`src/fbpc_pkg.sv`:
```
// Constants, enumerations and state layout of the parameter/config handler
package fbpc_pkg;
  // Telegram kinds presented on the receive stream
  localparam logic [1:0] KIND_PRM = 2'h0;
  localparam logic [1:0] KIND_CFG = 2'h1;
  localparam logic [1:0] KIND_DX = 2'h2;
  // Parameter telegram octet numbers, zero based (octet 1 is index 0)
  localparam int PRM_LEN = 35;
  localparam int OCT_STAT = 0;
  localparam int OCT_WDF1 = 1;
  localparam int OCT_WDF2 = 2;
  localparam int OCT_SDR = 3;
  localparam int OCT_ID_HI = 4;
  localparam int OCT_ID_LO = 5;
  localparam int OCT_EXT1 = 7;
  localparam int OCT_EXT2 = 8;
  localparam int OCT_EXT3 = 9;
  localparam int OCT_TOOL = 10;
  localparam int OCT_PORT1 = 11;
  localparam int PRM_MIN_LEN = 6;
  // Station status bit positions
  localparam int ST_WD_ON = 3;
  localparam int ST_FREEZE = 4;
  localparam int ST_SYNC = 5;
  localparam int ST_UNLOCK = 6;
  localparam int ST_LOCK = 7;
  localparam int TOOL_P1 = 1;
  localparam int TOOL_P2 = 2;
  // Configuration limits and identifier byte layout
  localparam logic [3:0] MAX_MODULES = 4'h3;
  localparam int IO_BYTES = 4;
  localparam int CFG_OUT_BIT = 5;
  localparam int CFG_IN_BIT = 4;
  // Reply codes for parameter and configuration telegrams
  localparam logic [7:0] ACK_OK = 8'h01;
  localparam logic [7:0] ACK_NAK = 8'h00;
  // Timing: watchdog base and responder delay unit
  localparam int WD_BASE_MS = 10;
  localparam int CLK_MHZ = 250;
  localparam int WD_BASE_CYC_DEF = WD_BASE_MS * CLK_MHZ * 1000;
  localparam logic [15:0] SDR_UNIT_CYC = 16'h0004;
  // Arbitrary neutral identifier, replace per product
  localparam logic [15:0] IDENT_DEF = 16'hA5C3;
  // APB register byte offsets
  localparam logic [7:0] REG_IDENT = 8'h00;
  localparam logic [7:0] REG_STAT = 8'h04;
  localparam logic [7:0] REG_TIME = 8'h08;
  localparam logic [7:0] REG_EXT = 8'h0C;
  localparam logic [7:0] REG_OUT = 8'h10;
  localparam logic [7:0] REG_IN = 8'h14;
  localparam logic [7:0] REG_PORT = 8'h20;
  localparam logic [7:0] REG_PORT_END = 8'h34;
  localparam int STAT_TRIP = 8;

  typedef enum logic [1:0] {
    NS_WPRM = 2'b00, NS_WCFG = 2'b01, NS_DXCH = 2'b10
  } fbpc_node_t;
  typedef enum logic [1:0] {
    TX_IDLE = 2'b00, TX_WAIT = 2'b01, TX_SEND = 2'b10
  } fbpc_tx_t;

  typedef struct packed {
    fbpc_node_t ns;
    fbpc_tx_t ts;
    logic [PRM_LEN-1:0][7:0] shadow;
    logic [PRM_LEN-1:0][7:0] prm;
    logic [7:0] idx;
    logic bad;
    logic [3:0] ncfg;
    logic [4:0] cfg_out;
    logic [4:0] cfg_in;
    logic [4:0] out_len;
    logic [4:0] in_len;
    logic [IO_BYTES-1:0][7:0] out_sh;
    logic [IO_BYTES-1:0][7:0] out_q;
    logic [IO_BYTES-1:0][7:0] tx_buf;
    logic [2:0] tx_cnt;
    logic [2:0] tx_last_ix;
    logic [15:0] dly;
    logic [31:0] wd_base;
    logic [15:0] wd_units;
    logic wd_trip;
    logic [15:0] ident;
    logic locked;
    logic [31:0] prdata;
    logic pready;
    logic pslverr;
    logic tx_valid;
    logic [7:0] tx_data;
    logic tx_last;
  } fbpc_state_t;
endpackage : fbpc_pkg

```
`src/fbpc_node.sv`:
```
// Fieldbus slave handler for parameter, configuration and cyclic telegrams
//
// The register addresses and the APB interface to the registers were chosen for this implementation.
`timescale 1ns/1ps
// What this block does
// - Parameter settings are taken from the octets of the parameter telegram.
// - Status bit 3 switches the response watchdog on or off.
// - Status bit 4 records the freeze request.
// - Status bit 5 records the sync request.
// - Bits 7:6 decode: 00 overwrite only, 10 lock, 01/11 release.
// - Watchdog time is 10 ms times factor octets 2 and 3.
// - Every reply waits at least the responder delay from octet 4.
// - Parameter telegram accepted only if octets 5-6 match own identifier.
// - Group octet 7 is ignored.
// - Octets 8 to 10 are kept as extended parameter status.
// - Octet 11 bits 1 and 2 give tool-change mode per device port.
// - Octets 12-23 and 24-35 hold module code and parameters per port.
// - Configuration holds at most three modules.
// - Output string length follows configured identifier bytes.
// - Cyclic octets drive outputs; reply carries the input data.
module fbpc_node
  import fbpc_pkg::*;
#(
  parameter int unsigned WD_BASE_CYC = WD_BASE_CYC_DEF
) (
  input wire logic CLK, // 250 MHz clock
  input wire logic RSTN, // Synchronous reset, active low
  input wire logic PSEL, // APB select
  input wire logic PENABLE, // APB access phase
  input wire logic PWRITE, // APB write
  input wire logic [7:0] PADDR, // APB byte address
  input wire logic [31:0] PWDATA, // APB write data
  output logic [31:0] PRDATA, // APB read data
  output logic PREADY, // APB ready
  output logic PSLVERR, // APB error, unmapped address
  input wire logic RX_VALID, // Received octet valid
  input wire logic [7:0] RX_DATA, // Received octet
  input wire logic RX_LAST, // Last octet of telegram
  input wire logic [1:0] RX_KIND, // Telegram kind
  output logic TX_VALID, // Reply octet valid
  output logic [7:0] TX_DATA, // Reply octet
  output logic TX_LAST, // Last reply octet
  input wire logic TX_READY, // Link takes reply octet
  output logic [31:0] OUT_DATA, // Valve and electrical outputs
  input wire logic [31:0] IN_DATA, // Device inputs
  output logic DX_ACTIVE, // Cyclic exchange running
  output logic WD_ON, // Watchdog enabled
  output logic FREEZE_REQ, // Freeze requested
  output logic SYNC_REQ, // Sync requested
  output logic LOCKED, // Blocked for other masters
  output logic [1:0] TOOL_CHG // Tool-change mode per port
);
  fbpc_state_t s_r;
  fbpc_state_t s_nxt;
  logic rx_end;
  logic id_ok;
  logic [7:0] id_lo;
  logic [15:0] wd_limit;
  logic [4:0] clen;
  logic apb_rd;
  logic apb_wr;
  logic [5:0] word_ix;

  ////////////////////////////////////////////////////////////////////////
  // Decodes shared by next-state logic and assertions
  assign rx_end = RX_VALID && RX_LAST;
  // A six-octet telegram ends on the low identifier octet itself
  assign id_lo = s_r.idx == OCT_ID_LO ? RX_DATA : s_r.shadow[OCT_ID_LO];
  assign id_ok = {s_r.shadow[OCT_ID_HI], id_lo} == s_r.ident;
  assign wd_limit = 16'({8'h00, s_r.prm[OCT_WDF1]} *
                        {8'h00, s_r.prm[OCT_WDF2]});
  assign apb_rd = PSEL && PENABLE && !s_r.pready;
  assign apb_wr = PSEL && PENABLE && s_r.pready && PWRITE;
  assign word_ix = 6'((PADDR - REG_PORT) >> 2);
  assign clen = 5'({1'b0, RX_DATA[3:0]} + 5'h01);

  ////////////////////////////////////////////////////////////////////////
  // Next-state logic for all state
  always_comb begin
    s_nxt = s_r;
    // APB: one wait state, read data registered on the same edge as ready
    s_nxt.pready = apb_rd;
    if (apb_rd) begin
      s_nxt.pslverr = 1'b0;
      s_nxt.prdata = 32'h0000_0000;
      unique case (PADDR)
        REG_IDENT: s_nxt.prdata = {16'h0000, s_r.ident};
        REG_STAT: s_nxt.prdata = {23'h00_0000, s_r.wd_trip,
                                  s_r.prm[OCT_STAT][ST_LOCK:ST_WD_ON],
                                  s_r.locked, s_r.ns};
        REG_TIME: s_nxt.prdata = {8'h00, s_r.prm[OCT_SDR],
                                  s_r.prm[OCT_WDF2], s_r.prm[OCT_WDF1]};
        REG_EXT: s_nxt.prdata = {s_r.prm[OCT_TOOL], s_r.prm[OCT_EXT3],
                                 s_r.prm[OCT_EXT2], s_r.prm[OCT_EXT1]};
        REG_OUT: s_nxt.prdata = s_r.out_q;
        REG_IN: s_nxt.prdata = IN_DATA;
        default: begin
          if (PADDR >= REG_PORT && PADDR <= REG_PORT_END &&
              PADDR[1:0] == 2'h0) begin
            // Module code and parameters of both ports, four per word
            s_nxt.prdata = {s_r.prm[OCT_PORT1 + 4 * word_ix + 3],
                            s_r.prm[OCT_PORT1 + 4 * word_ix + 2],
                            s_r.prm[OCT_PORT1 + 4 * word_ix + 1],
                            s_r.prm[OCT_PORT1 + 4 * word_ix]};
          end else begin
            s_nxt.pslverr = 1'b1;
          end
        end
      endcase
    end
    if (apb_wr && PADDR == REG_IDENT) begin
      s_nxt.ident = PWDATA[15:0];
    end
    // Trip flag: write one clears, a new trip below wins
    if (apb_wr && PADDR == REG_STAT && PWDATA[STAT_TRIP]) begin
      s_nxt.wd_trip = 1'b0;
    end

    // Receive stream: octet counter and per-kind capture
    if (RX_VALID) begin
      s_nxt.idx = RX_LAST ? 8'h00 : 8'(s_r.idx + 8'h01);
      unique case (RX_KIND)
        KIND_PRM: begin
          if (s_r.idx < PRM_LEN) begin
            s_nxt.shadow[s_r.idx] = RX_DATA;
          end
        end
        KIND_CFG: begin
          // Each identifier octet is one module
          s_nxt.ncfg = 4'(s_r.ncfg + 4'h1);
          if (RX_DATA[CFG_OUT_BIT]) begin
            s_nxt.cfg_out = 5'(s_r.cfg_out + clen);
          end
          if (RX_DATA[CFG_IN_BIT]) begin
            s_nxt.cfg_in = 5'(s_r.cfg_in + clen);
          end
        end
        default: begin
          if (s_r.idx < IO_BYTES) begin
            s_nxt.out_sh[s_r.idx[1:0]] = RX_DATA;
          end
        end
      endcase
    end

    // Telegram end: commit, check and build the reply
    if (rx_end && s_r.ts == TX_IDLE) begin
      s_nxt.ts = TX_WAIT;
      s_nxt.tx_cnt = 3'h0;
      s_nxt.tx_last_ix = 3'h0;
      s_nxt.tx_buf = '0;
      s_nxt.tx_buf[0] = ACK_NAK;
      // Reply delay taken from the octet in force, never below one cycle
      s_nxt.dly = 16'({8'h00, s_r.prm[OCT_SDR]} * SDR_UNIT_CYC);
      unique case (RX_KIND)
        KIND_PRM: begin
          if (id_ok && s_r.idx + 8'h01 >= PRM_MIN_LEN) begin
            s_nxt.tx_buf[0] = ACK_OK;
            // Group octet is copied with the rest but never read
            s_nxt.prm = s_r.shadow;
            s_nxt.prm[s_r.idx] = RX_DATA;
            if (s_r.shadow[OCT_STAT][ST_LOCK:ST_UNLOCK] == 2'b00) begin
              // Overwrite only: lock state of the node stays as it was
              s_nxt.prm[OCT_STAT][ST_LOCK:ST_UNLOCK] =
                s_r.prm[OCT_STAT][ST_LOCK:ST_UNLOCK];
            end else begin
              s_nxt.locked =
                s_r.shadow[OCT_STAT][ST_LOCK:ST_UNLOCK] == 2'b10;
            end
            // New parameters always force a fresh configuration check
            s_nxt.ns = NS_WCFG;
          end else begin
            s_nxt.ns = NS_WPRM;
          end
          s_nxt.out_q = '0;
        end
        KIND_CFG: begin
          if (s_r.ns != NS_WPRM && s_nxt.ncfg <= MAX_MODULES &&
              s_nxt.cfg_out <= IO_BYTES &&
              s_nxt.cfg_in <= IO_BYTES) begin
            s_nxt.tx_buf[0] = ACK_OK;
            s_nxt.out_len = s_nxt.cfg_out;
            s_nxt.in_len = s_nxt.cfg_in;
            s_nxt.ns = NS_DXCH;
          end else begin
            s_nxt.ns = s_r.ns == NS_WPRM ? NS_WPRM : NS_WCFG;
            s_nxt.out_q = '0;
          end
        end
        default: begin
          if (s_r.ns == NS_DXCH) begin
            // Only configured output bytes reach the pins
            for (int i = 0; i < IO_BYTES; i++) begin
              if (i < s_r.out_len) begin
                s_nxt.out_q[i] = i == s_r.idx ? RX_DATA
                                              : s_r.out_sh[i];
              end
            end
            s_nxt.tx_buf = IN_DATA;
            s_nxt.tx_buf[0] = s_r.in_len == 5'h00 ? ACK_OK : IN_DATA[7:0];
            if (s_r.in_len != 5'h00) begin
              s_nxt.tx_last_ix = 3'(s_r.in_len - 5'h01);
            end
            s_nxt.wd_base = 32'h0000_0000;
            s_nxt.wd_units = 16'h0000;
          end
        end
      endcase
      // Counters cleared only after the check has read the last octet
      s_nxt.ncfg = 4'h0;
      s_nxt.cfg_out = 5'h00;
      s_nxt.cfg_in = 5'h00;
    end

    // Reply sequencer: hold back, then stream with the link handshake
    unique case (s_r.ts)
      TX_IDLE: ;
      TX_WAIT: begin
        if (s_r.dly <= 16'h0001) begin
          s_nxt.ts = TX_SEND;
          s_nxt.tx_valid = 1'b1;
          s_nxt.tx_data = s_r.tx_buf[0];
          s_nxt.tx_last = s_r.tx_last_ix == 3'h0;
        end else begin
          s_nxt.dly = 16'(s_r.dly - 16'h0001);
        end
      end
      TX_SEND: begin
        if (TX_READY) begin
          if (s_r.tx_last) begin
            s_nxt.ts = TX_IDLE;
            s_nxt.tx_valid = 1'b0;
            s_nxt.tx_last = 1'b0;
          end else begin
            s_nxt.tx_cnt = 3'(s_r.tx_cnt + 3'h1);
            s_nxt.tx_data = s_r.tx_buf[s_nxt.tx_cnt[1:0]];
            s_nxt.tx_last = s_nxt.tx_cnt == s_r.tx_last_ix;
          end
        end
      end
      default: s_nxt.ts = TX_IDLE;
    endcase

    // Response watchdog, only while exchanging with monitoring on
    if (s_r.ns == NS_DXCH && s_r.prm[OCT_STAT][ST_WD_ON] &&
        !rx_end) begin
      if (s_r.wd_base >= WD_BASE_CYC - 1) begin
        s_nxt.wd_base = 32'h0000_0000;
        s_nxt.wd_units = 16'(s_r.wd_units + 16'h0001);
        if (s_nxt.wd_units >= wd_limit) begin
          // Loss of master: safe outputs, wait for new parameters
          s_nxt.ns = NS_WPRM;
          s_nxt.out_q = '0;
          s_nxt.wd_trip = 1'b1;
        end
      end else begin
        s_nxt.wd_base = 32'(s_r.wd_base + 32'h0000_0001);
      end
    end else if (s_r.ns != NS_DXCH) begin
      s_nxt.wd_base = 32'h0000_0000;
      s_nxt.wd_units = 16'h0000;
    end
  end

  ////////////////////////////////////////////////////////////////////////
  // State register
  always_ff @(posedge CLK) begin
    if (!RSTN) begin
      s_r <= '0;
      s_r.ident <= IDENT_DEF;
    end else begin
      s_r <= s_nxt;
    end
  end

  ////////////////////////////////////////////////////////////////////////
  // Outputs come straight from the state register
  assign PRDATA = s_r.prdata;
  assign PREADY = s_r.pready;
  assign PSLVERR = s_r.pslverr;
  assign TX_VALID = s_r.tx_valid;
  assign TX_DATA = s_r.tx_data;
  assign TX_LAST = s_r.tx_last;
  assign OUT_DATA = s_r.out_q;
  // Exchange is the only state with the upper state bit set
  assign DX_ACTIVE = s_r.ns[1];
  assign WD_ON = s_r.prm[OCT_STAT][ST_WD_ON];
  assign FREEZE_REQ = s_r.prm[OCT_STAT][ST_FREEZE];
  assign SYNC_REQ = s_r.prm[OCT_STAT][ST_SYNC];
  assign LOCKED = s_r.locked;
  assign TOOL_CHG = {s_r.prm[OCT_TOOL][TOOL_P2],
                     s_r.prm[OCT_TOOL][TOOL_P1]};
endmodule : fbpc_node

```
`config.mk`:
```
export PLATFORM = sky130hd
export DESIGN_NAME = fbpc_node
export DESIGN_NICKNAME = d
export VERILOG_FILES = /design/src/fbpc_pkg.sv /design/src/fbpc_node.sv
export SDC_FILE = /design/constraint.sdc
export NUM_CORES = 2
export LEC_CHECK = 0
export BUFFER_PORTS_ARGS = -buffer_cell sky130_fd_sc_hd__buf_2
export CELL_PAD_IN_SITES_DETAIL_PLACEMENT = 0
export CELL_PAD_IN_SITES_GLOBAL_PLACEMENT = 1
export CORE_UTILIZATION = 35
export CTS_CLUSTER_DIAMETER = 120
export CTS_CLUSTER_SIZE = 8
export DETAILED_ROUTE_END_ITERATION = 8
export GPL_ROUTABILITY_DRIVEN = 0
export PLACE_DENSITY_LB_ADDON = 0.12
export SLEW_MARGIN = 5
export SYNTH_ARGS = -nofsm -noshare
export SYNTH_HDL_FRONTEND = slang
export SYNTH_SLANG_ARGS = --single-unit
```
`constraint.sdc`:
```
create_clock -name CLK -period 7.71 [get_ports CLK]
set_input_delay 1.542 -clock CLK [delete_from_list [all_inputs] [get_ports CLK]]
set_output_delay 1.542 -clock CLK [all_outputs]
set_load 0.05 [all_outputs]
```
### After elaboration in Yosys (flattened, before gate mapping)

Cells that the tools add are included.

| word-level totals | value |
|---|---|
| bits in writable memories | 0 |
| input port bits | 90 |
| memories | 0 |
| logic and storage cells | 299 |
| output and inout port bits | 83 |
| latch bits | 0 |
| bits in read-only memories | 0 |
| bits in registers | 824 |

| operators by class | value |
|---|---|
| $add $sub $neg | 16 |
| order comparisons | 24 |
| equality and inequality tests | 22 |
| reduce and logical (&&, ||, !) cells | 47 |
| multiplexer cells | 81 |
| div/mod/pow operators | 0 |
| multipliers | 1 |
| bitwise logic cells | 3 |
| shifts and indexed selects | 0 |

Operators by type and width:

| cell | count |
|---|---|
| bitwise mux 280 bit | 1 |
| binary-select mux 8 bit (select 6 bit) | 4 |
| two-way mux 32 bit | 6 |
| two-way mux 48 bit | 4 |
| case mux 32 bit (6 select lines) | 1 |
| two-way mux 8 bit | 19 |
| two-way mux 134 bit | 1 |
| less-than comparator 32 x 7 -> 1 bit (second input constant) | 3 |
| adder 32 x 1 -> 32 bit (second input constant) | 2 |
| adder 32 x 2 -> 32 bit (second input constant) | 2 |
| two-way mux 64 bit | 1 |
| case mux 32 bit (2 select lines) | 1 |
| demux 8 bit (select 6 bit) | 1 |
| bitwise mux 32 bit | 1 |
| greater-or-equal comparator 32 x 22 -> 1 bit (second input constant) | 1 |
| two-way mux 16 bit | 2 |
| two-way mux 14 bit | 2 |
| two-way mux 24 bit | 1 |
| two-way mux 10 bit | 2 |
| case mux 10 bit (2 select lines) | 1 |
| logical AND 1 bit | 19 |
| two-way mux 3 bit | 6 |
| AND reduction 3 bit | 6 |
| two-way mux 17 bit | 1 |
| other kinds (60) | 106 |

### Longest topological paths before layout

| logic depth | value |
|---|---|
| depth after elaboration | 15 |
| depth in mapped cells | 27 |
| gate-level depth less buffers | 24 |

### Least setup slack after synthesis

No wires, ideal clock.

| timing path | value |
|---|---|
| path type | register to register |
| start | register s_r[284] (netlist bit) |
| end | register s_r, in the netlist DX_ACTIVE |
| stages on the path, launching flop included | 26 |
| data required time | 7.640 ns |
| slack | 2.031 ns |
| arrival | 5.608 ns |
| cells stage by stage | dfxtp_1 clkbuf_1 nand2_1 fa_1 fa_1 inv_1 fa_1 inv_1 fa_1 inv_1 ha_1 nor2b_1 nor4_1 o31ai_1 nor2_1 xor2_1 ha_1 a21o_1 a21o_1 a21oi_1 nor3b_1 o31ai_1 a31o_2 clkbuf_1 clkbuf_1 a21oi_1 |

| on the way | value |
|---|---|
| word-level cells in the longest chain between the ends | 5 |

Ends and longest elaborated chain:

| item | RTL line | source |
|---|---|---|
| start: declaration | fbpc_node.sv:53 | `fbpc_state_t s_r;` |
| start signal: assignment | fbpc_node.sv:272 | `s_r <= s_nxt;` |
| multiplier 8 x 8 -> 16 bit | fbpc_node.sv:70 | `assign wd_limit = 16'({8'h00, s_r.prm[OCT_WDF1]} *` |
| greater-or-equal comparator 16 bit | fbpc_node.sv:250 | `if (s_nxt.wd_units >= wd_limit) begin` |
| two-way mux 2 bit | fbpc_node.sv:250 |  |
| two-way mux 2 bit | fbpc_node.sv:247 | `if (s_r.wd_base >= WD_BASE_CYC - 1) begin` |
| two-way mux 2 bit | fbpc_node.sv:245 | `if (s_r.ns == NS_DXCH && s_r.prm[OCT_STAT][ST_WD_ON] &&` |

No other way between the ends.
A chain may end at the register's enable or synchronous reset.

### Worst setup path after layout

| timing path | value |
|---|---|
| start | register s_r[283] (netlist bit) |
| end | register s_r[823] (netlist bit) |

Same word-level chain as after synthesis.

==> flow_summary_export.csv <==
group,metric,value,unit
synth,ys_seq_area_share,39.7,%
detailed_routing,antenna_left,0,
run,cap_violations,0,
place,placed_cell_area,42600,um2
global_routing,grt_pass1_vias,33600,
critical_path,worstPathArrival,7.15,ns
timing,clock_skew,0.0400,ns
global_routing,grt_pass1_wl,230,mm
synth,postSynthCellCount,5072,
detailed_routing,drt-initial-drc-count,2995,
clock_network,cts_made_buffers,112,
synth,synthesis.area,41500,um2
critical_path,cp_slowest_stage_delay,0.80,ns
critical_path,critPathMaxFanout,34,
timing,finalSetupViolCount,0,
clock_network,cts_resized,0,
timing,post-route-period-util,84.9,%
global_routing,grt_usage,25.2,%
floorplan,num_rows,126,
hold_path,hold_class,"register to register",
clock_network,cts-root-buf,"clkbuf_16",
pwr,ir_worst_vdd,0.177,mV
floorplan,ios,173,
timing,min_period,6.54,ns
synth,synth_async_sr_flop_share,0,%
timing,fmax,153,MHz
place,portBuffers,156,
clock_network,cts_hold_buffers,0,
clock_network,cts_setup_buffers,0,
critical_path,crit_chain,"nand2_1 -> fa_1 -> fa_1 -> inv_1 -> fa_1 -> inv_1 -> fa_1 -> inv_1 -> ha_1 -> nor2b_1 -> nor4_1 -> o31ai_1 -> nor2_1 -> xor2_1 -> ha_1 -> a21o_1 -> a21o_1 -> a21oi_1 -> nor3b_1 -> o31ai_1 -> a31o_2 -> a31oi_1",
clock_network,htree_levels,3,
detailed_routing,viasPerCell,5.51,
floorplan,start_util,35.3,%
global_routing,antenna_found_initial,8,
critical_path,critical_path_class,"register to register",
clock_network,clockBufferDepth,3,
place,place_inst,6343,
final_layout,fin_cells,6465,
critical_path,crit_top_cell,"fa_1",
synth,avgSynthCellArea,8.19,um2
place,post-dp-hpwl,99.9,mm
synth,synth-seq-cells,824,
synth,synth-edff-count,0,
final_layout,drive_gt1_share,14.2,%
synth,ys.flop_type,"dfxtp_1",
timing,slew_violations,0,
critical_path,cp-end-kind,"register",
timing,relSlewSlack,12.1,%
critical_path,slowest_stage,"dfxtp_1",
critical_path,critPathBufInv,3,
timing,setup-tns-final,0,ns
synth,yosysWarnings,0,
critical_path,worstPathRequired,8.31,ns
timing,hold_viol,0,
synth,syn-num-nets,5280,
clock_network,cts.sinks,824,
clock_network,clk_pin_slew,0.05,ns
detailed_routing,vias,35600,
run_status,status,"complete, no violations",
final_layout,finalNetCount,5130,
final_layout,area_growth,9.71,%
floorplan,die_w,346,um
global_routing,grt_max_degree,179,
clock_network,clk_latency,0.71,ns
clock_network,cts_tree,"done",
pwr,total_power,10.0,mW
detailed_routing,drc,0,
floorplan,die_h,346,um
final_layout,layout_common_cells,"1,062 x nand2_1, 824 x dfxtp_1, 750 x a21oi_1",
detailed_routing,firstDrtPassIters,5,
synth,synth_cell_type_count,76,
final_layout,fin_area,45600,um2
detailed_routing,routed_wl,154,mm
critical_path,cp_top_family,"adder cells",
timing,tightestPinTransition,1.32,ns
detailed_routing,drt-wirelength-per-cell,23.9,um
pwr,leakage,16.7,nW
timing,rsz0062_at_grt,"no",
floorplan,core_area,118000,um2
final_layout,final_common_cell,"nand2_1",
critical_path,crit_path_start_kind,"register",
global_routing,globalRouteOverflowTotal,0,
final_layout,final_core_util,38.7,%
pwr,power.density,220,nW/um2
floorplan,dieArea,120000,um2
through the flow:
step,hold slack [ns],setup slack [ns]
6_report,0.446,1.17
5_1_grt,0.461,0.722
4_1_cts,0.447,1.09
3_5_place_dp,0.439,1.12
3_3_place_gp,0.436,1.15
2_1_floorplan,0.414,2.03
path summary, 6_finish.rpt:
kind,startpoint,endpoint,slack [ns],cells after the start
max,s_r[283]$_SDFFE_PN0P_,s_r[823]$_SDFF_PN0_,1.17,22
min,s_r[428]$_SDFFE_PN0P_,s_r[428]$_SDFFE_PN0P_,0.45,2
max reg2reg,s_r[283]$_SDFFE_PN0P_,s_r[823]$_SDFF_PN0_,1.17,22
min reg2reg,s_r[428]$_SDFFE_PN0P_,s_r[428]$_SDFFE_PN0P_,0.45,2
state kept, by name, indices dropped and copies added (netlist names), named ones only:
name / cells
DX_ACTIVE: 1
WD_ON: 1
TX_DATA: 8
SYNC_REQ: 1
TOOL_CHG: 2
PSLVERR: 1
FREEZE_REQ: 1
PRDATA: 32
TX_VALID: 1
LOCKED: 1
OUT_DATA: 32
TX_LAST: 1
PREADY: 1
s_r: 740
synth_stat cells, types with 10 or more instances:
cell | number | area share (%)
nand3_1 | 76 | 0.92
nor4_1 | 14 | 0.21
a22o_1 | 32 | 0.67
buf_4 | 86 | 1.6
ha_1 | 80 | 2.4
nor3_1 | 29 | 0.35
or3_1 | 18 | 0.27
a31oi_1 | 31 | 0.47
inv_1 | 77 | 0.70
a21oi_1 | 750 | 9.0
mux2_2 | 253 | 6.9
o21ai_0 | 419 | 5.1
and2_1 | 68 | 1.0
nand4_1 | 15 | 0.23
buf_6 | 23 | 0.62
a221oi_1 | 26 | 0.55
and3_1 | 39 | 0.59
clkbuf_1 | 344 | 3.1
dfxtp_1 | 824 | 40
o22ai_1 | 16 | 0.24
buf_1 | 17 | 0.15
xor2_1 | 19 | 0.40
nand2_1 | 1062 | 9.6
a21o_1 | 23 | 0.42
nor2b_1 | 17 | 0.26
buf_2 | 28 | 0.34
fa_1 | 38 | 1.8
xnor2_1 | 35 | 0.74
a22oi_1 | 28 | 0.51
a211oi_1 | 10 | 0.18
mux2i_1 | 91 | 2.2
or4_1 | 10 | 0.18
mux4_2 | 64 | 3.5
nor2_1 | 273 | 2.5
nand2b_1 | 10 | 0.15
o211ai_1 | 16 | 0.29
cell families after synthesis:
kind of cell,synth area share [%]
xor+xnor,1.14
flops,39.7
buf+inv,6.51
simple gates,17.1
fa+ha+maj,4.24
mux,12.5
compound gates,18.8
power by group:
group          leakage, nW  internal (mW)  switching [mW]  total, mW
Clock                 1.44           2.57            1.90       4.47
Combinational         8.58          0.302           0.829       1.13
Sequential            6.64           4.33          0.0795       4.41
Total                 16.7           7.21            2.80       10.0
tightest hold or removal path, delay by kind of cell, from the launching register on:
kind	cells	cell delay (ns)
DFF	1	0.30
and+or+nand+nor	1	0.05
AOI/OAI and AO/OA	1	0.05
final cells by class:
cell class              count  area (um2)
multi-input cells        3669       22400
well taps                1536        1920
flip-flops and latches    824       16500
diodes                      2        5.00
repair buffers            234        1490
clock inverters             5        80.1
clock buffers             114        2850
inverters                  81         312
fillers                 12200       72200
metal layers:
layer / vias up / part of all wire, % / track usage [%]
li1: 17100 / - / -
met1: 17400 / 48 / 36.0
met2: 935 / 45 / 39.4
met3: 201 / 5.0 / 3.60
met4: 2 / 2.7 / 6.95
met5: - / 0.0084 / 0
Power figures use the tool's default switching activity.
